File: src/include/mcf_pkg.sv
package mcf_pkg;
    // Host bus addresses
    localparam logic [7:0] ADR_RESET = 8'h01;
    localparam logic [7:0] ADR_SETUP = 8'hE0;
    localparam logic [7:0] ADR_TONES = 8'hE1;
    localparam logic [7:0] ADR_GAIN = 8'hE2;
    localparam logic [7:0] ADR_TXDATA = 8'hE3;
    localparam logic [7:0] ADR_MODE = 8'hE4;
    localparam logic [7:0] ADR_TXPSK = 8'hE7;
    localparam logic [7:0] ADR_RXPSK = 8'hE8;
    localparam logic [7:0] ADR_IRQMASK = 8'hEE;
    localparam logic [7:0] ADR_RXDATA = 8'hE5;
    localparam logic [7:0] ADR_FLAGS = 8'hE6;
    localparam logic [7:0] REG_RST_VAL = 8'h00;

    // Field positions
    localparam int MODE_EIGHT = 0;
    localparam int MODE_PODD = 1;
    localparam int MODE_PEN = 2;
    localparam int MODE_STOPA = 3;
    localparam int MODE_STOPB = 4;
    localparam int MODE_ASYNC = 5;
    localparam int TXPSK_TXON = 6;
    localparam int SETUP_RELAY = 6;
    localparam int SETUP_DETH = 5;
    localparam int SETUP_DETL = 4;
    localparam int FLG_TXRDY = 1;
    localparam int FLG_UFL = 2;
    localparam int FLG_RXRDY = 3;
    localparam int FLG_OFL = 4;
    localparam int FLG_PERR = 7;

    // Bit counts
    localparam logic [3:0] CBUS_BITS = 4'h8;
    localparam logic [3:0] SYNC_BITS = 4'h8;
    localparam logic [3:0] DATA_BITS_7 = 4'h7;
    localparam logic [3:0] DATA_BITS_8 = 4'h8;
    localparam logic [3:0] START_BITS = 4'h1;
    localparam logic [3:0] PAR_BITS = 4'h1;
    localparam logic [3:0] STOP_ONE = 4'h1;
    localparam logic [3:0] STOP_TWO = 4'h2;
    localparam logic SPACE = 1'b0;
    localparam logic MARK = 1'b1;
    localparam int FRAME_W = 12;

    // Bit rate
    localparam int CLK_FREQ_HZ = 100_000_000;
    localparam int BIT_RATE_BPS = 1200;
    localparam int BAUD_DIV_DEF = CLK_FREQ_HZ / BIT_RATE_BPS;
    localparam int BAUD_W = 17;

    typedef enum logic [4:0] {
        C_IDLE = 5'h01,
        C_ADDR = 5'h02,
        C_WDATA = 5'h04,
        C_REPLY = 5'h08,
        C_DONE = 5'h10
    } mcf_cbus_t;

    typedef enum logic [1:0] {
        T_IDLE = 2'h1,
        T_SEND = 2'h2
    } mcf_txst_t;

    typedef enum logic [1:0] {
        R_HUNT = 2'h1,
        R_DATA = 2'h2
    } mcf_rxst_t;
endpackage
File: src/include/mcf_link_if.sv
`timescale 1ns/1ps
interface mcf_link_if;
    logic baud_tick;
    logic async_mode;
    logic eight_bits;
    logic par_en;
    logic par_odd;
    logic [1:0] stop_sel;
    logic tx_en;
    logic tx_avail;
    logic [7:0] tx_data;
    logic tx_take;
    logic tx_underflow;
    logic tx_bit;
    logic rx_bit;
    logic rx_load;
    logic [7:0] rx_data;
    logic rx_perr;

    modport top (
        output baud_tick, async_mode, eight_bits, par_en, par_odd, stop_sel,
        output tx_en, tx_avail, tx_data, rx_bit,
        input tx_take, tx_underflow, tx_bit, rx_load, rx_data, rx_perr
    );
    modport tx (
        input baud_tick, async_mode, eight_bits, par_en, par_odd, stop_sel,
        input tx_en, tx_avail, tx_data,
        output tx_take, tx_underflow, tx_bit
    );
    modport rx (
        input baud_tick, async_mode, eight_bits, par_en, par_odd, rx_bit,
        output rx_load, rx_data, rx_perr
    );
endinterface

File: src/core/mcf_rx.sv
`timescale 1ns/1ps
module mcf_rx
    import mcf_pkg::*;
(
    input wire logic clk_i,
    input wire logic rst_i,
    mcf_link_if.rx lk
);
    typedef struct packed {
        mcf_rxst_t st;
        logic [8:0] sh;
        logic [3:0] cnt;
        logic load;
        logic [7:0] data;
        logic perr;
    } mcf_rx_t;

    mcf_rx_t s;
    mcf_rx_t n;
    logic [3:0] dn;
    logic [3:0] want;

    assign dn = lk.eight_bits ? DATA_BITS_8 : DATA_BITS_7;
    assign want = lk.async_mode ? dn + (lk.par_en ? PAR_BITS : 4'h0) : SYNC_BITS;
    assign lk.rx_load = s.load;
    assign lk.rx_data = s.data;
    assign lk.rx_perr = s.perr;

    always_comb
    begin
        n = s;
        n.load = 1'b0;
        if (lk.baud_tick)
        begin
            case (s.st)
                R_HUNT:
                begin
                    n.sh = '0;
                    if (!lk.async_mode)
                    begin
                        n.sh[0] = lk.rx_bit;
                        n.cnt = 4'h1;
                        n.st = R_DATA;
                    end
                    else if (lk.rx_bit == SPACE)
                    begin
                        n.cnt = 4'h0;
                        n.st = R_DATA;
                    end
                end
                R_DATA:
                begin
                    n.sh[s.cnt] = lk.rx_bit;
                    n.cnt = s.cnt + 4'h1;
                    if (n.cnt == want)
                    begin
                        n.load = 1'b1;
                        n.data = (lk.eight_bits || !lk.async_mode) ? n.sh[7:0]
                            : {1'b0, n.sh[6:0]};
                        n.perr = lk.async_mode && lk.par_en
                            && ((^n.data) ^ lk.par_odd ^ n.sh[dn]);
                        n.cnt = 4'h0;
                        // In async mode any run of mark may follow before the next start; sync goes straight on
                        n.st = lk.async_mode ? R_HUNT : R_DATA;
                    end
                end
                default:
                    n.st = R_HUNT;
            endcase
        end
    end

    always_ff @(posedge clk_i or posedge rst_i)
    begin
        if (rst_i)
            s <= '{st: R_HUNT, sh: '0, cnt: 4'h0, load: 1'b0, data: 8'h00, perr: 1'b0};
        else
            s <= n;
    end
endmodule

File: src/core/mcf_top.sv
`timescale 1ns/1ps
module mcf_top
    import mcf_pkg::*;
#(
    parameter int BAUD_DIV = BAUD_DIV_DEF
)
(
    input wire logic clk_i,
    input wire logic rst_i,
    input wire logic cbus_sel_n_i,
    input wire logic cbus_clk_i,
    input wire logic cbus_cmd_i,
    output logic cbus_reply_o,
    output logic cbus_reply_oe_n_o,
    input wire logic rx_bit_i,
    output logic tx_bit_o,
    output logic relay_pulldown_pin_o,
    output logic relay_pulldown_pin_oe_n_o,
    output logic detection_mode_high_o,
    output logic detection_mode_low_o
);
    typedef struct packed {
        logic [2:0] sync0;
        logic [2:0] sync1;
        logic sclk_d;
        mcf_cbus_t st;
        logic [3:0] cnt;
        logic [7:0] sh;
        logic [7:0] addr;
        logic [7:0] reply;
        logic oe;
        logic [7:0] setup;
        logic [7:0] txdata;
        logic [7:0] mode;
        logic txon;
        logic tx_full;
        logic [7:0] rxdata;
        logic rx_rdy;
        logic ufl;
        logic ofl;
        logic perr;
        logic [BAUD_W-1:0] baud_cnt;
        logic tick;
    } mcf_top_t;

    localparam logic [BAUD_W-1:0] BAUD_LAST = BAUD_W'(BAUD_DIV - 1);

    mcf_top_t s;
    mcf_top_t n;
    logic rise;
    logic fall;
    logic sel_n;
    logic cmd;
    logic [7:0] shifted;
    logic [7:0] flags;
    logic wr_txdata;
    logic rst_cmd;

    mcf_link_if lk();

    mcf_tx u_tx (
        .clk_i(clk_i),
        .rst_i(rst_i),
        .lk(lk.tx)
    );

    mcf_rx u_rx (
        .clk_i(clk_i),
        .rst_i(rst_i),
        .lk(lk.rx)
    );

    // Synchronised host pins, edges found from the second stage on
    assign rise = s.sync1[2] && !s.sclk_d;
    assign fall = !s.sync1[2] && s.sclk_d;
    assign sel_n = s.sync1[1];
    assign cmd = s.sync1[0];
    assign shifted = {s.sh[6:0], cmd};

    always_comb
    begin
        flags = 8'h00;
        flags[FLG_TXRDY] = !s.tx_full;
        flags[FLG_UFL] = s.ufl;
        flags[FLG_RXRDY] = s.rx_rdy;
        flags[FLG_OFL] = s.ofl;
        flags[FLG_PERR] = s.perr;
    end

    assign wr_txdata = (s.st == C_WDATA) && rise && (s.cnt == CBUS_BITS - 4'h1)
        && (s.addr == ADR_TXDATA);
    assign rst_cmd = (s.st == C_IDLE || s.st == C_ADDR) && rise && !sel_n
        && (s.cnt == CBUS_BITS - 4'h1) && (shifted == ADR_RESET);

    assign lk.baud_tick = s.tick;
    assign lk.async_mode = s.mode[MODE_ASYNC];
    assign lk.eight_bits = s.mode[MODE_EIGHT];
    assign lk.par_en = s.mode[MODE_PEN];
    assign lk.par_odd = s.mode[MODE_PODD];
    assign lk.stop_sel = {s.mode[MODE_STOPB], s.mode[MODE_STOPA]};
    assign lk.tx_en = s.txon;
    assign lk.tx_avail = s.tx_full;
    assign lk.tx_data = s.txdata;
    assign lk.rx_bit = rx_bit_i;

    always_comb
    begin
        n = s;
        n.tick = 1'b0;
        n.sync0 = {cbus_clk_i, cbus_sel_n_i, cbus_cmd_i};
        n.sync1 = s.sync0;
        n.sclk_d = s.sync1[2];

        if (s.baud_cnt == BAUD_LAST)
        begin
            n.baud_cnt = '0;
            n.tick = 1'b1;
        end
        else
            n.baud_cnt = s.baud_cnt + BAUD_W'(1);

        if (lk.tx_take)
            n.tx_full = 1'b0;

        if (sel_n)
        begin
            n.st = C_IDLE;
            n.cnt = 4'h0;
            n.oe = 1'b0;
        end
        else
        begin
            case (s.st)
                C_IDLE, C_ADDR:
                begin
                    n.st = C_ADDR;
                    if (rise)
                    begin
                        n.sh = shifted;
                        n.cnt = s.cnt + 4'h1;
                        if (s.cnt == CBUS_BITS - 4'h1)
                        begin
                            n.cnt = 4'h0;
                            if (shifted == ADR_RESET)
                            begin
                                n.setup = REG_RST_VAL;
                                n.txdata = REG_RST_VAL;
                                n.mode = REG_RST_VAL;
                                n.txon = REG_RST_VAL[TXPSK_TXON];
                                n.st = C_DONE;
                            end
                            else if (shifted == ADR_FLAGS)
                            begin
                                n.reply = flags;
                                n.ufl = 1'b0;
                                n.ofl = 1'b0;
                                n.perr = 1'b0;
                                n.oe = 1'b1;
                                n.st = C_REPLY;
                            end
                            else if (shifted == ADR_RXDATA)
                            begin
                                n.reply = s.rxdata;
                                n.rx_rdy = 1'b0;
                                n.oe = 1'b1;
                                n.st = C_REPLY;
                            end
                            else
                            begin
                                n.addr = shifted;
                                n.st = C_WDATA;
                            end
                        end
                    end
                end
                C_WDATA:
                begin
                    if (rise)
                    begin
                        n.sh = shifted;
                        n.cnt = s.cnt + 4'h1;
                        if (s.cnt == CBUS_BITS - 4'h1)
                        begin
                            n.st = C_DONE;
                            if (s.addr == ADR_SETUP)
                                n.setup = shifted;
                            else if (s.addr == ADR_TXDATA)
                            begin
                                n.txdata = shifted;
                                n.tx_full = 1'b1;
                            end
                            else if (s.addr == ADR_MODE)
                                n.mode = shifted;
                            else if (s.addr == ADR_TXPSK)
                                n.txon = shifted[TXPSK_TXON];
                        end
                    end
                end
                C_REPLY:
                begin
                    // Count reply clocks; the fall closing the address keeps bit 7
                    if (rise && s.cnt != CBUS_BITS)
                        n.cnt = s.cnt + 4'h1;
                    // Next bit only after a reply clock's fall, steady through high
                    if (fall && s.cnt != 4'h0)
                        n.reply = {s.reply[6:0], 1'b0};
                end
                default:
                    n.st = C_DONE;
            endcase
        end

        // Hardware events win over a clear in the same cycle
        if (lk.tx_underflow)
            n.ufl = 1'b1;
        if (lk.rx_load)
        begin
            n.rxdata = lk.rx_data;
            n.rx_rdy = 1'b1;
            if (s.rx_rdy)
                n.ofl = 1'b1;
            if (lk.rx_perr)
                n.perr = 1'b1;
        end
    end

    always_ff @(posedge clk_i or posedge rst_i)
    begin
        if (rst_i)
            s <= '{st: C_IDLE, sync0: 3'h2, sync1: 3'h2, sclk_d: 1'b0, txon: 1'b0,
                setup: REG_RST_VAL, txdata: REG_RST_VAL, mode: REG_RST_VAL, default: '0};
        else
            s <= n;
    end

    assign cbus_reply_o = s.reply[7];
    assign cbus_reply_oe_n_o = !s.oe;
    assign tx_bit_o = lk.tx_bit;
    assign relay_pulldown_pin_o = 1'b0;
    assign relay_pulldown_pin_oe_n_o = !s.setup[SETUP_RELAY];
    assign detection_mode_high_o = s.setup[SETUP_DETH];
    assign detection_mode_low_o = s.setup[SETUP_DETL];
endmodule

File: src/core/mcf_tx.sv
`timescale 1ns/1ps
module mcf_tx
    import mcf_pkg::*;
(
    input wire logic clk_i,
    input wire logic rst_i,
    mcf_link_if.tx lk
);
    typedef struct packed {
        mcf_txst_t st;
        logic [FRAME_W-1:0] frame;
        logic [3:0] left;
        logic bit_r;
        logic ufl_done;
        logic ufl;
    } mcf_tx_t;

    mcf_tx_t s;
    mcf_tx_t n;
    logic need;

    function automatic logic [FRAME_W-1:0] frame_of(input logic [7:0] d, input logic asy,
        input logic eight, input logic pen, input logic podd);
        logic [FRAME_W-1:0] f;
        logic p;
        f = '1;
        p = (^(eight ? d : {1'b0, d[6:0]})) ^ podd;
        if (!asy)
        begin
            f[7:0] = d;
        end
        else
        begin
            f[0] = SPACE;
            f[7:1] = d[6:0];
            if (eight)
            begin
                f[8] = d[7];
                if (pen)
                    f[9] = p;
            end
            else if (pen)
                f[8] = p;
        end
        return f;
    endfunction

    function automatic logic [3:0] len_of(input logic asy, input logic eight,
        input logic pen, input logic [1:0] sel);
        logic [3:0] l;
        l = START_BITS + (eight ? DATA_BITS_8 : DATA_BITS_7) + (pen ? PAR_BITS : 4'h0);
        if (sel == 2'h1)
            l = l + STOP_ONE;
        else if (sel[1])
            l = l + STOP_TWO;
        return asy ? l : SYNC_BITS;
    endfunction

    // Next character wanted at this bit tick
    assign need = lk.baud_tick && !(s.st == T_SEND && s.left > 4'h1);
    assign lk.tx_take = need && lk.tx_en && lk.tx_avail;
    assign lk.tx_underflow = s.ufl;
    assign lk.tx_bit = s.bit_r;

    always_comb
    begin
        n = s;
        n.ufl = 1'b0;
        if (lk.baud_tick)
        begin
            if (!lk.tx_en)
            begin
                n.st = T_IDLE;
                n.bit_r = MARK;
            end
            else if (!need)
            begin
                n.frame = {MARK, s.frame[FRAME_W-1:1]};
                n.left = s.left - 4'h1;
                n.bit_r = s.frame[1];
            end
            else if (lk.tx_avail)
            begin
                n.frame = frame_of(lk.tx_data, lk.async_mode, lk.eight_bits, lk.par_en,
                    lk.par_odd);
                n.left = len_of(lk.async_mode, lk.eight_bits, lk.par_en, lk.stop_sel);
                n.bit_r = n.frame[0];
                n.st = T_SEND;
                n.ufl_done = 1'b0;
            end
            else
            begin
                n.st = T_IDLE;
                n.bit_r = MARK;
                n.ufl = !s.ufl_done;
                n.ufl_done = 1'b1;
            end
        end
    end

    always_ff @(posedge clk_i or posedge rst_i)
    begin
        if (rst_i)
            s <= '{st: T_IDLE, frame: '1, left: 4'h0, bit_r: MARK, ufl_done: 1'b0, ufl: 1'b0};
        else
            s <= n;
    end
endmodule

File: config.mk
export PLATFORM = sky130hd
export DESIGN_NAME = mcf_top
export DESIGN_NICKNAME = d
export VERILOG_FILES = /design/src/include/mcf_pkg.sv /design/src/include/mcf_link_if.sv /design/src/core/mcf_rx.sv /design/src/core/mcf_top.sv /design/src/core/mcf_tx.sv
export SDC_FILE = /design/constraint.sdc
export NUM_CORES = 1
export LEC_CHECK = 0
export ABC_AREA = 1
export BUFFER_PORTS_ARGS = -buffer_cell sky130_fd_sc_hd__buf_2
export CORE_UTILIZATION = 25
export DETAILED_ROUTE_END_ITERATION = 10
export GPL_ROUTABILITY_DRIVEN = 0
export HOLD_SLACK_MARGIN = 0.05
export MAX_ROUTING_LAYER = met4
export PLACE_DENSITY = 0.44
export SLEW_MARGIN = 20
export SYNTH_ARGS = -nofsm -noshare
export SYNTH_HDL_FRONTEND = slang
export SYNTH_SLANG_ARGS = --single-unit
export TNS_END_PERCENT = 1
File: constraint.sdc
create_clock -name clk_i -period 5.5 [get_ports clk_i]
set_input_delay 0.825 -clock clk_i [delete_from_list [all_inputs] [get_ports clk_i]]
set_output_delay 0.825 -clock clk_i [all_outputs]
set_load 0.03 [all_outputs]
After elaboration in Yosys (flattened, before gate mapping)
Cells that the tools add are included.
{"block": "word_totals", "elab_cells": 254, "inputBits": 6, "memories": 0, "latchBits": 0, "out_inout_bits": 7, "ramBits": 0, "ff_bits": 139, "romBits": 0}
{"block": "classes", "muxes": 93, "eq_ne": 49, "n_shift": 0, "reduce_logical": 59, "multipliers": 0, "magnitude_cmp": 4, "n_div": 0, "bitwise_logic": 7, "add_sub_neg": 9}
{"cell": "2-to-1 mux 25 bit", "count": 3}
{"cell": "2-to-1 mux 17 bit", "count": 4}
{"cell": "2-to-1 mux 8 bit", "count": 8}
{"cell": "2-to-1 mux 59 bit", "count": 1}
{"cell": "2-to-1 mux 4 bit", "count": 14}
{"cell": "equality test 8 bit, second input constant", "count": 6}
{"cell": "case mux 24 bit (2 select lines)", "count": 1}
{"cell": "2-to-1 mux 9 bit", "count": 5}
{"cell": "2-to-1 mux 42 bit", "count": 1}
{"cell": "nonzero test 2 bit", "count": 14}
{"cell": "2-to-1 mux 1 bit", "count": 27}
{"cell": "case mux 13 bit (2 select lines)", "count": 1}
{"cell": "inequality test 2 x 1 -> 1 bit, second input constant", "count": 12}
{"cell": "inequality test 2 bit, second input constant", "count": 12}
{"cell": "AND reduction 7 bit", "count": 3}
{"cell": "2-to-1 mux 10 bit", "count": 2}
{"cell": "2-to-1 mux 2 bit", "count": 10}
{"cell": "2-to-1 mux 18 bit", "count": 1}
{"cell": "AND reduction 3 bit", "count": 6}
{"cell": "adder 17 x 1 -> 17 bit, second input constant", "count": 1}
{"cell": "equality test 17 bit, second input constant", "count": 1}
{"cell": "2-to-1 mux 16 bit", "count": 1}
{"cell": "case mux 8 bit (2 select lines)", "count": 1}
{"cell": "XOR reduction 8 bit", "count": 2}
{"cell": "other kinds (47)", "count": 84}

Logic depth before layout (Yosys ltp)
Gate-level depths: netlist (run 1).
{"block": "depth", "ltp_word": 13, "ltp_mapped": 14, "depth_no_buf": 14}

Cells and area by module
Synthesis (run 1) repeated with hierarchy kept, for this count alone.
{"block": "hier_totals", "cells_unflattened": 959, "area_unflattened_um2": 7455.9}
{"module": "mcf_top", "cells_each": 549, "n_inst": 1, "seq_area_each_um2": 2230.9, "area_each_um2": 4435.5}
{"module": "mcf_rx", "cells_each": 231, "n_inst": 1, "seq_area_each_um2": 626.9, "area_each_um2": 1742.9}
{"module": "mcf_tx", "cells_each": 179, "n_inst": 1, "seq_area_each_um2": 464.2, "area_each_um2": 1277.5}

Worst setup path after synthesis (run 1)
OpenSTA, ideal clock, no wires.
{"block": "synth_timing", "path_type": "input-to-reg", "startpoint": "input rx_bit_i", "endpoint": "register u_rx.s (netlist bit u_rx.lk.rx_perr)", "required_time_ns": 5.383, "setup_slack_ns": 3.580, "path_buffers": 1, "arrival_time_ns": 1.802, "setup_time_ns": 0.117, "cell_stages": 12, "path_cell_list": "clkbuf_1 nand3_1 nand2_1 nand2_1 nand2_2 nand2_1 nand2_1 nand2_1 nand2_1 nand3_1 nand3_1 nand2_1"}
{"block": "synth_via", "elab_chain_len": 6, "word_cells_on_any_way": 8, "classes_between": "mux (4); bitwise (2); reduce/logical (2)"}
{"item": "start: declaration", "line": "mcf_top.sv:15", "rtl": "input wire logic rx_bit_i,"}
{"item": "bitwise mux 9 bit *", "line": "mcf_rx.sv:53", "rtl": "n.sh[s.cnt] = lk.rx_bit;"}
{"item": "parallel branches: the longest is 3 deep, another holds binary-select mux 1 bit (select 4 bit)"}
{"item": "XOR 1 bit *", "line": "mcf_rx.sv:61", "rtl": "&& ((^n.data) ^ lk.par_odd ^ n.sh[dn]);"}
{"item": "logical AND 1 bit *", "line": "mcf_rx.sv:61"}
{"item": "end signal: assignment", "line": "mcf_rx.sv:76", "rtl": "s <= '{st: R_HUNT, sh: '0, cnt: 4'h0, load: 1'b0, data: 8'h00, perr: 1'b0};"}
{"item": "end signal: assignment", "line": "mcf_rx.sv:78", "rtl": "s <= n;"}
{"item": "end: declaration", "line": "mcf_rx.sv:18", "rtl": "mcf_rx_t s;"}
Every way passes the cells marked *. The select of a mux whose other input is x is not followed.
A chain may end at the register's enable or synchronous reset.

Worst setup path in the final report (run 1)
{"block": "layout_timing", "startpoint": "register u_tx.s[3] (netlist bit)", "endpoint": "register u_tx.s (netlist bit u_tx.lk.tx_bit)"}
{"block": "layout_via", "elab_chain_len": 6}
{"item": "start: declaration", "line": "mcf_tx.sv:18", "rtl": "mcf_tx_t s;"}
{"item": "start signal: assignment", "line": "mcf_tx.sv:104", "rtl": "s <= '{st: T_IDLE, frame: '1, left: 4'h0, bit_r: MARK, ufl_done: 1'b0, ufl: 1'b0};"}
{"item": "start signal: assignment", "line": "mcf_tx.sv:106", "rtl": "s <= n;"}
{"item": "> comparator 4 x 1 -> 1 bit", "line": "mcf_tx.sv:60", "rtl": "assign need = lk.baud_tick && !(s.st == T_SEND && s.left > 4'h1);"}
{"item": "logical AND 1 bit", "line": "mcf_tx.sv:60"}
{"item": "zero test 1 bit", "line": "mcf_tx.sv:60"}
{"item": "logical AND 1 bit", "line": "mcf_tx.sv:60"}
{"item": "2-to-1 mux 17 bit", "line": "mcf_tx.sv:76", "rtl": "else if (!need)"}
{"item": "2-to-1 mux 1 bit", "line": "mcf_tx.sv:71", "rtl": "if (!lk.tx_en)"}
No other way between the ends.

==> flow_metrics.env, run 1 <==
export IMPL_dpl_hpwl_mm=11.66
export IMPL_total_power_mw=2.250
export IMPL_synth_compound_gate_area_share_pct=13.65
export IMPL_cts_tree="built"
export IMPL_cts_setup_buffers=0
export IMPL_wl_per_cell_um=12.95
export IMPL_critPathRequiredTime_ns=5.84
export IMPL_routed_wl_mm=16.47
export IMPL_tns_ns=0
export IMPL_cp_common_cell="nand2_1"
export IMPL_fin_hold_ws_ns=0.3472
export IMPL_synth_nets=894
export IMPL_drtIter0Drc=370
export IMPL_max_cap_viol_count=0
export IMPL_first_global_vias=5543
export IMPL_finalClockSkew_ns=0.01176
export IMPL_start_util_pct=25.37
export IMPL_finalSetupViolCount=0
export IMPL_synthMuxAreaShare_pct=0
export IMPL_antenna_found_initial=0
export IMPL_row_count=61
export IMPL_gr_usage_all_layers_pct=12.87
export IMPL_final_common_cell="nand2_1"
export IMPL_insertedDiodeCount=0
export IMPL_crit_fanout=12
export IMPL_dp_cells=1241
export IMPL_critPathTopFamily="simple AND/OR/NAND/NOR gates"
export IMPL_dr_pass1_iters=5
export IMPL_die_h_um=169.7
export IMPL_cp_arrival_ns=2.92
export IMPL_areaGrowthSynthToFinish_pct=14.17
export IMPL_crit_chain="inv_1, ha_1, o21ai_1, nand3_1, nand2_1, inv_1, nand2_1, nor2_1, o21ai_0, o311ai_0, nand2_1"
export IMPL_ys_ff_latch=132
export IMPL_holdBufCountCts=0
export IMPL_slew_headroom_pct=41.11
export IMPL_synth_xor_area_share_pct=2.474
export IMPL_period_needed_ns=2.585
export IMPL_drc=0
export IMPL_place_port_buffers=11
export IMPL_finalHoldViolCount=0
export IMPL_fin_cells=1272
export IMPL_cts_buffer_depth=2
export IMPL_core_area_um2=27710
export IMPL_p_leak_nw=3.659
export IMPL_mostFrequentLayoutCells="nand2_1 (235), dfrtp_1 (117), inv_1 (100)"
export IMPL_synth_fa_ha_area_share_pct=2.848
export IMPL_vias=5537
export IMPL_dpl_instance_area_um2=7447
export IMPL_die_w_um=169.7
export IMPL_start_kind="flip-flop"
export IMPL_drv_slew=0
export IMPL_endpoint_kind="flip-flop"
export IMPL_cts_buffers=17
export IMPL_vdd_ir_drop_max_uv=206.9
export IMPL_io_pins=13
export IMPL_grt_pass1_wl_mm=28.43
export IMPL_drive_gt1_share_pct=13.53
export IMPL_ys_seq_area_share_pct=47.26
export IMPL_ys_flop_type="dfrtp_1"
export IMPL_root_buffer="clkbuf_16"
export IMPL_fin_area_um2=8025
export IMPL_worst_pin_slew_ns=0.8834
export IMPL_yosysWarnings=0
export IMPL_finalCritPeriodShare_pct=47.00
export IMPL_status="completed"
export IMPL_drt_vias_per_instance=4.353
export IMPL_ys_async_sr_fraction_pct=100.0
export IMPL_yosys_area_share_simple_pct=25.72
export IMPL_max_stage_delay_ns=0.47
export IMPL_syn_cell_area_um2=7029
export IMPL_hold_path_class="reg2reg"
export IMPL_synth_area_top_cells="dfrtp_1 (42%), nand2_1 (13%), dfstp_2 (5.6%)"
export IMPL_netlist_area_leader_share_pct=41.65
export IMPL_grt_max_degree=95
export IMPL_clk_latency_ns=0.43
export IMPL_cts_sinks=132
export IMPL_synthCells=872
export IMPL_slowest_stage="inv_1"
export IMPL_clk_pin_slew_ns=0.06
export IMPL_htree_levels=4
export IMPL_nets=904
export IMPL_crit_type="reg2reg"
export IMPL_max_freq_mhz=386.8
export IMPL_antenna_left=0
export IMPL_synth_edf_count=0
export IMPL_p_per_area_nw_per_um2=280.3
export IMPL_synth_top_family_by_area="simple AND/OR/NAND/NOR gates"
export IMPL_grt_ovfl_total=0
export IMPL_yosys_area_top_type="dfrtp_1"
export IMPL_yosysUniqueCellTypes=53
export IMPL_rsz0062_at_grt="false"
export IMPL_path_buf_inv=2
export IMPL_cts_resized=0
export IMPL_syn_area_per_cell_um2=8.061
export IMPL_dieArea_um2=28790
==> flip-flops by register name, summed over array words and instances, names as in the netlist, 2 cells and up <==
signal           cells
flags                4
lk.tx_data           8
s                   60
u_tx.s              16
n                    4
u_rx.lk.rx_data      8
lk.stop_sel          2
u_rx.s              15
==> kinds of logic (layout without fill, tap and decap cells) <==
logic type / Yosys count / count (layout)
other: 1 / 1
AO/OA/AOI/OAI: 157 / 157
AND/OR/NAND/NOR: 409 / 409
flip-flops: 132 / 132
XOR/XNOR: 19 / 19
buffers and inverters: 138 / 160
adder cells (fa/ha/maj): 16 / 16
==> where the power goes <==
group / internal [mW] / switching [mW] / total, mW
clock network: 0.671 / 0.453 / 1.12
logic: 0.0292 / 0.0859 / 0.115
registers: 0.993 / 0.0182 / 1.01
==> final timing paths <==
check | startpoint | end | slack, ns | cells after the start
min in group asynchronous | rst_i | cmd | 0.57 | 2
max in group asynchronous | rst_i | u_tx.s[10] | 3.85 | 3
max | u_tx.s[3] | u_tx.lk.tx_bit | 2.91 | 11
max reg2reg | u_tx.s[3] | u_tx.lk.tx_bit | 2.91 | 11
min reg2reg | n[91] | cmd | 0.35 | 0
min | n[91] | cmd | 0.35 | 0
==> worst register-to-register path, stage by stage, from the launching register on <==
cell	delay, ns
dfrtp_1	0.40
inv_1	0.10
ha_1	0.19
o21ai_1	0.10
nand3_1	0.17
nand2_1	0.27
inv_1	0.47
nand2_1	0.28
nor2_1	0.19
o21ai_0	0.11
o311ai_0	0.13
nand2_1	0.10
==> metal layers <==
layer | track usage (%) | wire [um] | part of all wire [%] | vias up
li1 | - | - | - | 2857
met1 | 17.19 | 8684 | 53 | 2613
met2 | 19.40 | 7166 | 44 | 52
met3 | 2.892 | 445 | 2.7 | 15
met4 | 3.643 | 177 | 1.1 | 0
met5 | - | 0 | 0 | -
==> synth_stat cells, types with 2 or more instances <==
| master | instances |
|---|---|
| nand4_1 | 9 |
| a21oi_1 | 29 |
| nor2_4 | 2 |
| inv_2 | 15 |
| ha_1 | 16 |
| nor3_2 | 2 |
| o22ai_1 | 11 |
| a21o_1 | 2 |
| dfrtp_1 | 117 |
| a31oi_1 | 3 |
| buf_4 | 2 |
| nor4_2 | 2 |
| o211ai_1 | 10 |
| dfstp_2 | 15 |
| nand2_1 | 235 |
| inv_1 | 101 |
| buf_2 | 5 |
| nand3_1 | 57 |
| o21ai_1 | 24 |
| o221ai_1 | 2 |
| o31ai_1 | 4 |
| o21ai_2 | 10 |
| clkbuf_1 | 10 |
| nor2_2 | 9 |
| nor3_1 | 15 |
| nand2_2 | 10 |
| nor2_1 | 55 |
| buf_6 | 4 |
| xor2_1 | 14 |
| o21ai_0 | 48 |
| o21a_1 | 4 |
| nor4_1 | 3 |
| nand3_4 | 2 |
| or2_2 | 2 |
| xnor2_1 | 4 |
| a22oi_1 | 2 |
==> metrics by stage <==
step | worst slack, ns | util (%)
floorplan | 1.174 | -
global placement | 2.937 | 26.88
detailed placement | 2.948 | 26.88
CTS | 2.908 | 28.97
global route | 2.607 | 28.97
finish | 2.915 | 28.97
==> area by class of cell <==
class	count	area, um^2
Timing Repair Buffer	12	62.56
Clock buffer	21	480.5
Tap cell	378	473.0
Multi-Input combinational cell	602	3146
Fill cell	2974	19680
Inverter	117	444.2
Clock inverter	10	97.59
Sequential cell	132	3322
No activity file was read; power rests on OpenSTA's default activity.
==> inputs of run 2 (changes only) <==
--- a/config.mk
+++ b/config.mk
@@ -12,7 +12,7 @@
 export GPL_ROUTABILITY_DRIVEN = 0
 export HOLD_SLACK_MARGIN = 0.05
 export MAX_ROUTING_LAYER = met4
-export PLACE_DENSITY = 0.44
+export PLACE_DENSITY = 0.45
 export SLEW_MARGIN = 20
 export SYNTH_ARGS = -nofsm -noshare
 export SYNTH_HDL_FRONTEND = slang
==> constraint.sdc (replaced) <==
create_clock -name clk_i -period 2.2 [get_ports clk_i]
set_input_delay 0.33 -clock clk_i [delete_from_list [all_inputs] [get_ports clk_i]]
set_output_delay 0.33 -clock clk_i [all_outputs]
set_load 0.03 [all_outputs]
==> flow_metrics.env, run 2 (synthesis results as in run 1) <==
export IMPL_cts_tree="built"
export IMPL_crit_fanout=18
export IMPL_final_common_cell="nand2_1"
export IMPL_grtUsageMet3_pct=2.938
export IMPL_vias=5564
export IMPL_p_per_area_nw_per_um2=706.5
export IMPL_drt_vias_per_instance=4.310
export IMPL_core_area_um2=27710
export IMPL_start_util_pct=25.37
export IMPL_cp_common_cell="nand2_2"
export IMPL_start_kind="flip-flop"
export IMPL_slew_headroom_pct=60.44
export IMPL_reg2reg_depth=10
export IMPL_io_pins=13
export IMPL_finalClockSkew_ns=0.008548
export IMPL_finalHoldViolCount=0
export IMPL_r2r_start="u_rx.s[10]"
export IMPL_antenna_left=0
export IMPL_hold_path_class="in2async"
export IMPL_die_w_um=169.7
export IMPL_pre_cts_ws_ns=0.2290
export IMPL_period_needed_ns=1.979
export IMPL_max_stage_delay_ns=0.46
export IMPL_first_global_vias=5639
export IMPL_rrSetupSlack_ns=0.22
export IMPL_setup_slack_ns=0.2207
export IMPL_p_leak_nw=3.763
export IMPL_dieArea_um2=28790
export IMPL_dpl_hpwl_mm=11.90
export IMPL_dp_cells=1257
export IMPL_finalSetupViolCount=0
export IMPL_met2_usage_pct=19.71
export IMPL_nets=923
export IMPL_fin_area_um2=8238
export IMPL_antenna_found_initial=0
export IMPL_cp_arrival_ns=2.28
export IMPL_cts_sinks=132
export IMPL_cts_buffer_depth=2
export IMPL_fin_cells=1291
export IMPL_critPathRequiredTime_ns=2.50
export IMPL_drv_slew=0
export IMPL_insertedDiodeCount=0
export IMPL_grt_ovfl_total=0
export IMPL_wl_per_cell_um=12.73
export IMPL_reg2reg_to="u_rx.lk.rx_data[6]"
export IMPL_dr_pass1_iters=5
export IMPL_areaGrowthSynthToFinish_pct=17.19
export IMPL_vdd_ir_drop_max_uv=507.1
export IMPL_max_freq_mhz=505.2
export IMPL_cts_buffers=17
export IMPL_finalCritPeriodShare_pct=89.97
export IMPL_crit_type="reg2reg"
export IMPL_fillers=3001
export IMPL_critPathTopFamily="simple AND/OR/NAND/NOR gates"
export IMPL_die_h_um=169.7
export IMPL_htree_levels=4
export IMPL_drtIter0Drc=398
export IMPL_clk_latency_ns=0.42
export IMPL_crit_chain="ha_1, or2_1, nand2_2, nand2_2, a21oi_2, nand2_2, inv_2, nand3_4, nand2_1, o21ai_2"
export IMPL_status="completed"
export IMPL_dpl_instance_area_um2=7579
export IMPL_slowest_stage="dfrtp_1"
export IMPL_grt_max_degree=88
export IMPL_mostFrequentLayoutCells="nand2_1 (235), dfrtp_1 (117), inv_1 (100)"
export IMPL_max_cap_viol_count=0
export IMPL_gr_usage_all_layers_pct=12.92
export IMPL_routed_wl_mm=16.43
export IMPL_grt_pass1_wl_mm=28.66
export IMPL_busiest_layer="met2"
export IMPL_clk_pin_slew_ns=0.06
export IMPL_row_count=61
export IMPL_place_port_buffers=11
export IMPL_root_buffer="clkbuf_16"
export IMPL_drc=0
export IMPL_endpoint_kind="flip-flop"
export IMPL_reg_top3="s: 60 flops, u_tx.s: 16 flops, u_rx.s: 15 flops"
export IMPL_drive_gt1_share_pct=15.22
export IMPL_use_met1_pct=17.18
export IMPL_largest_reg_flops=60
export IMPL_path_buf_inv=1
export IMPL_top_register="s"
export IMPL_worst_pin_slew_ns=0.5934
export IMPL_cts_setup_buffers=0
[run 2: cell types whose count changed in the layout (fill, tap and decap cells not counted), sizes merged]
cell	change
clkbuf	-3
inv	+1
clkinv	-1
clkinvlp	+1
buf	+16
dlygate4sd3	+3
bufinv	+2
[run 2: through the flow]
step,power (mW),setup TNS (ns),utilization [%],hold WS [ns]
floorplan,2.789,0,-,0.3312
finish,5.820,0,29.73,0.01749
global placement,2.871,0,27.35,0.3367
CTS,5.913,0,29.67,0.07723
global route,6.057,-0.01502,29.73,0.06649
detailed placement,2.870,0,27.35,0.3364
[run 2: what timing repair did]
action	4_1_cts	5_1_grt
gates resized for setup	0	4
setup endpoints to repair	0	1
hold endpoints to repair	3	0
hold buffers	3	0
[run 2: per-layer routing]
metal	share of wire, %	up-vias
met2	44	54
met5	0	-
met3	3.1	14
li1	-	2902
met4	0.88	0
met1	52	2594
[run 2: worst max-delay path by stage]
stage	startpoint	endpoint	cells past startpoint
floorplan	rst_i	cbus_reply_o	1
global placement	u_rx.s[12]	u_rx.lk.rx_perr	12
detailed placement	u_rx.s[10]	u_rx.lk.rx_data[6]	10
CTS	u_rx.s[10]	u_rx.lk.rx_data[6]	10
global route	u_rx.s[11]	u_rx.lk.rx_perr	13
finish	u_rx.s[10]	u_rx.lk.rx_data[6]	10
[run 2: layout make-up]
| class | count | area [um^2] | share of cell area [%] |
|---|---|---|---|
| Clock buffer | 18 | 439.2 | 5.331 |
| Clock inverter | 13 | 172.7 | 2.096 |
| Inverter | 117 | 442.9 | 5.377 |
| Multi-Input combinational cell | 602 | 3163 | 38.40 |
| Sequential cell | 132 | 3322 | 40.33 |
| Tap cell | 378 | 473.0 | 5.741 |
| Timing Repair Buffer | 31 | 225.2 | 2.734 |
[run 2: report_power, final]
group | leakage, nW | internal (mW) | switching [mW] | total (mW)
logic | 1.83 | 0.0802 | 0.213 | 0.293
clock network | 0.292 | 1.83 | 1.17 | 3.00
registers | 1.64 | 2.48 | 0.0451 | 2.53
total | 3.76 | 4.39 | 1.43 | 5.82
[run 2: tightest hold or removal path, stage by stage]
cell and delay, ns:
buf_2 0.11, clkinvlp_4 0.08, buf_12 0.34
==> inputs of run 3 (changes only) <==
--- a/config.mk
+++ b/config.mk
@@ -16,5 +16,6 @@
 export SLEW_MARGIN = 20
 export SYNTH_ARGS = -nofsm -noshare
 export SYNTH_HDL_FRONTEND = slang
+export SYNTH_HIERARCHICAL = 1
 export SYNTH_SLANG_ARGS = --single-unit
 export TNS_END_PERCENT = 1
==> flow_metrics.env, run 3 <==
export IMPL_grt_ovfl_total=0
export IMPL_reg2reg_depth=9
export IMPL_worst_pin_slew_ns=0.7257
export IMPL_hold_path_class="in2reg"
export IMPL_antenna_found_initial=0
export IMPL_synthMostInstantiatedCell="nand2_1"
export IMPL_netlist_area_leader_share_pct=39.27
export IMPL_pwr_share_comb_pct=3.4
export IMPL_synth_edf_count=0
export IMPL_insertedDiodeCount=0
export IMPL_endpoint_kind="flip-flop"
export IMPL_hold_depth=3
export IMPL_grt_pass1_wl_mm=29.38
export IMPL_start_kind="flip-flop"
export IMPL_htree_levels=4
export IMPL_crit_type="reg2reg"
export IMPL_p_leak_nw=4.106
export IMPL_clkPwrFrac_pct=51.9
export IMPL_vdd_ir_drop_max_uv=407.0
export IMPL_critPathRequiredTime_ns=2.49
export IMPL_drtIter0Drc=361
export IMPL_rrSetupSlack_ns=0.30
export IMPL_place_port_buffers=11
export IMPL_finalHoldViolCount=0
export IMPL_period_needed_ns=1.902
export IMPL_yosys_area_top_type="dfrtp_1"
export IMPL_mostFrequentLayoutCells="nand2_1 (301), inv_1 (118), dfrtp_1 (117)"
export IMPL_crit_fanout=15
export IMPL_synthTopCellsByCount="nand2_1 (301), inv_1 (119), dfrtp_1 (117)"
export IMPL_max_cap_viol_count=0
export IMPL_start_util_pct=25.70
export IMPL_yosysUniqueCellTypes=48
export IMPL_grt_max_degree=28
export IMPL_finalClockSkew_ns=0.006641
export IMPL_cp_arrival_ns=2.20
export IMPL_r2r_start="u_tx/s[3]"
export IMPL_syn_cell_area_um2=7456
export IMPL_cts_sinks=132
export IMPL_swShare_pct=24.14
export IMPL_reg2reg_to="lk.tx_avail"
export IMPL_dpl_hpwl_mm=12.57
export IMPL_top_register="s"
export IMPL_p_int_mw=4.186
export IMPL_areaGrowthSynthToFinish_pct=15.27
export IMPL_tns_ns=0
export IMPL_p_per_area_nw_per_um2=642.0
export IMPL_p_switching_mw=1.332
export IMPL_first_global_vias=5779
export IMPL_io_pins=13
export IMPL_setup_slack_ns=0.2975
export IMPL_core_area_um2=29010
export IMPL_die_h_um=174.7
export IMPL_dieArea_um2=30520
export IMPL_ys_flop_type="dfrtp_1"
export IMPL_reg_top3="s: 60 flops, u_tx/s: 16 flops, u_rx/s: 15 flops"
export IMPL_cts_buffers=17
export IMPL_synth_area_top_cells="dfrtp_1 (39%), nand2_1 (15%), inv_1 (6.0%)"
export IMPL_pwr_share_seq_pct=44.8
export IMPL_wl_per_cell_um=12.47
export IMPL_nets=1007
export IMPL_synthCells=959
export IMPL_yosysWarnings=6
export IMPL_cts_tree="built"
export IMPL_drive_gt1_share_pct=14.53
export IMPL_ys_async_sr_fraction_pct=100.0
export IMPL_fin_hold_ws_ns=0.3412
export IMPL_synth_nets=981
export IMPL_root_buffer="clkbuf_16"
export IMPL_drt_vias_per_instance=4.266
export IMPL_finalCritPeriodShare_pct=86.48
export IMPL_row_count=62
export IMPL_pre_cts_ws_ns=0.2139
export IMPL_final_common_cell="nand2_1"
export IMPL_drv_slew=0
export IMPL_clk_latency_ns=0.42
export IMPL_ys_seq_area_share_pct=44.55
export IMPL_routed_wl_mm=17.23
export IMPL_gr_usage_all_layers_pct=12.46
export IMPL_fillers=3162
export IMPL_status="completed"
export IMPL_cts_buffer_depth=2
export IMPL_min_from="rx_bit_i"
export IMPL_max_freq_mhz=525.6
export IMPL_clk_pin_slew_ns=0.06
export IMPL_hold_path_end="u_rx/s[14]"
export IMPL_drc=0
export IMPL_rsz0062_at_grt="false"
export IMPL_slew_headroom_pct=51.56
export IMPL_die_w_um=174.7
export IMPL_syn_area_per_cell_um2=7.775
export IMPL_antenna_left=0
export IMPL_finalSetupViolCount=0
export IMPL_largest_reg_flops=60
export IMPL_vias=5896
export IMPL_ys_ff_latch=132
export IMPL_dr_pass1_iters=5
[run 3: cell types whose count changed in the layout (fill, tap and decap cells not counted), moves of 7 or more]
cell and delta:
o21ai_2 +15, nor2_1 +12, nand3_1 +27, nand2_1 +66
nor3_1 -7, inv_1 +18, nand4_1 +11, o21ai_1 -17
o21ai_0 -12
[run 3: what timing repair did]
item / in CTS / in global routing
buffers inserted: 0 / 2
hold buffers: 4 / 0
endpoints found under the setup margin: 0 / 1
resized for setup: 0 / 1
hold endpoints to repair: 29 / 0
[run 3: layout make-up]
type	count	area, um^2	share of cell area (%)
clock buffer	19	432.9	5.037
multi-input combinational	671	3458	40.24
clock inverter	13	150.1	1.747
inverter	129	488.0	5.678
timing repair buffer	34	262.8	3.057
sequential	132	3322	38.65
tap	384	480.5	5.590
[run 3: logic make-up after synthesis]
family	after synthesis	share of synthesized area [%]
buffers and inverters	156	9.095
flip-flops	132	44.55
adder cells (fa/ha/maj)	16	2.685
AO/OA/AOI/OAI	121	10.54
AND/OR/NAND/NOR	514	30.84
XOR/XNOR	19	2.232
other	1	0.05030
[run 3: worst max path at each step]
stage,from,endpoint,slack [ns],depth (start not counted)
floorplan,lk.eight_bits,u_rx/lk.rx_perr,0.40,10
global placement,u_rx/s[10],u_rx/lk.rx_perr,0.26,13
detailed placement,u_rx/s[10],u_rx/lk.rx_perr,0.21,8
CTS,u_rx/s[10],u_rx/lk.rx_perr,0.22,8
global route,s[85],s[78],0.09,8
finish,u_tx/s[3],lk.tx_avail,0.30,9
[run 3: critical path, stage by stage, from the launching register on]
cell	delay, ns
dfrtp_1	0.39
inv_1	0.11
ha_1	0.20
o21ai_2	0.08
nand3_2	0.12
nand2_2	0.22
nor2_1	0.26
inv_1	0.10
nor2_1	0.21
o21ai_0	0.11
[run 3: power by group through the flow]
stage                     sequential [mW]  clock (mW)  combinational, mW
after floorplan                      2.50           0              0.133
after global placement               2.51           0              0.188
after detailed placement             2.51           0              0.187
after CTS                            2.47        2.96              0.192
after global routing                 2.47        3.05              0.216
final                                2.47        2.86              0.185
[run 3: stage by stage]
| step | power, mW | cells | utilization (%) | area (um^2) |
|---|---|---|---|---|
| 2_1_floorplan | 2.638 | 959 | - | 7460 |
| 3_3_place_gp | 2.701 | 1344 | 27.37 | 7941 |
| 3_5_place_dp | 2.699 | 1344 | 27.37 | 7941 |
| 4_1_cts | 5.620 | 1380 | 29.52 | 8564 |
| 5_1_grt | 5.741 | 1382 | 29.62 | 8594 |
| 6_report | 5.518 | 1382 | 29.62 | 8594 |
[run 3: layer usage]
metal / vias to the layer above / wire length (um) / GRT usage (%)
met5: - / 0 / -
met4: 0 / 148 / 3.406
met3: 8 / 429 / 2.676
met2: 50 / 7671 / 18.54
met1: 2719 / 8980 / 17.00
li1: 3119 / - / -
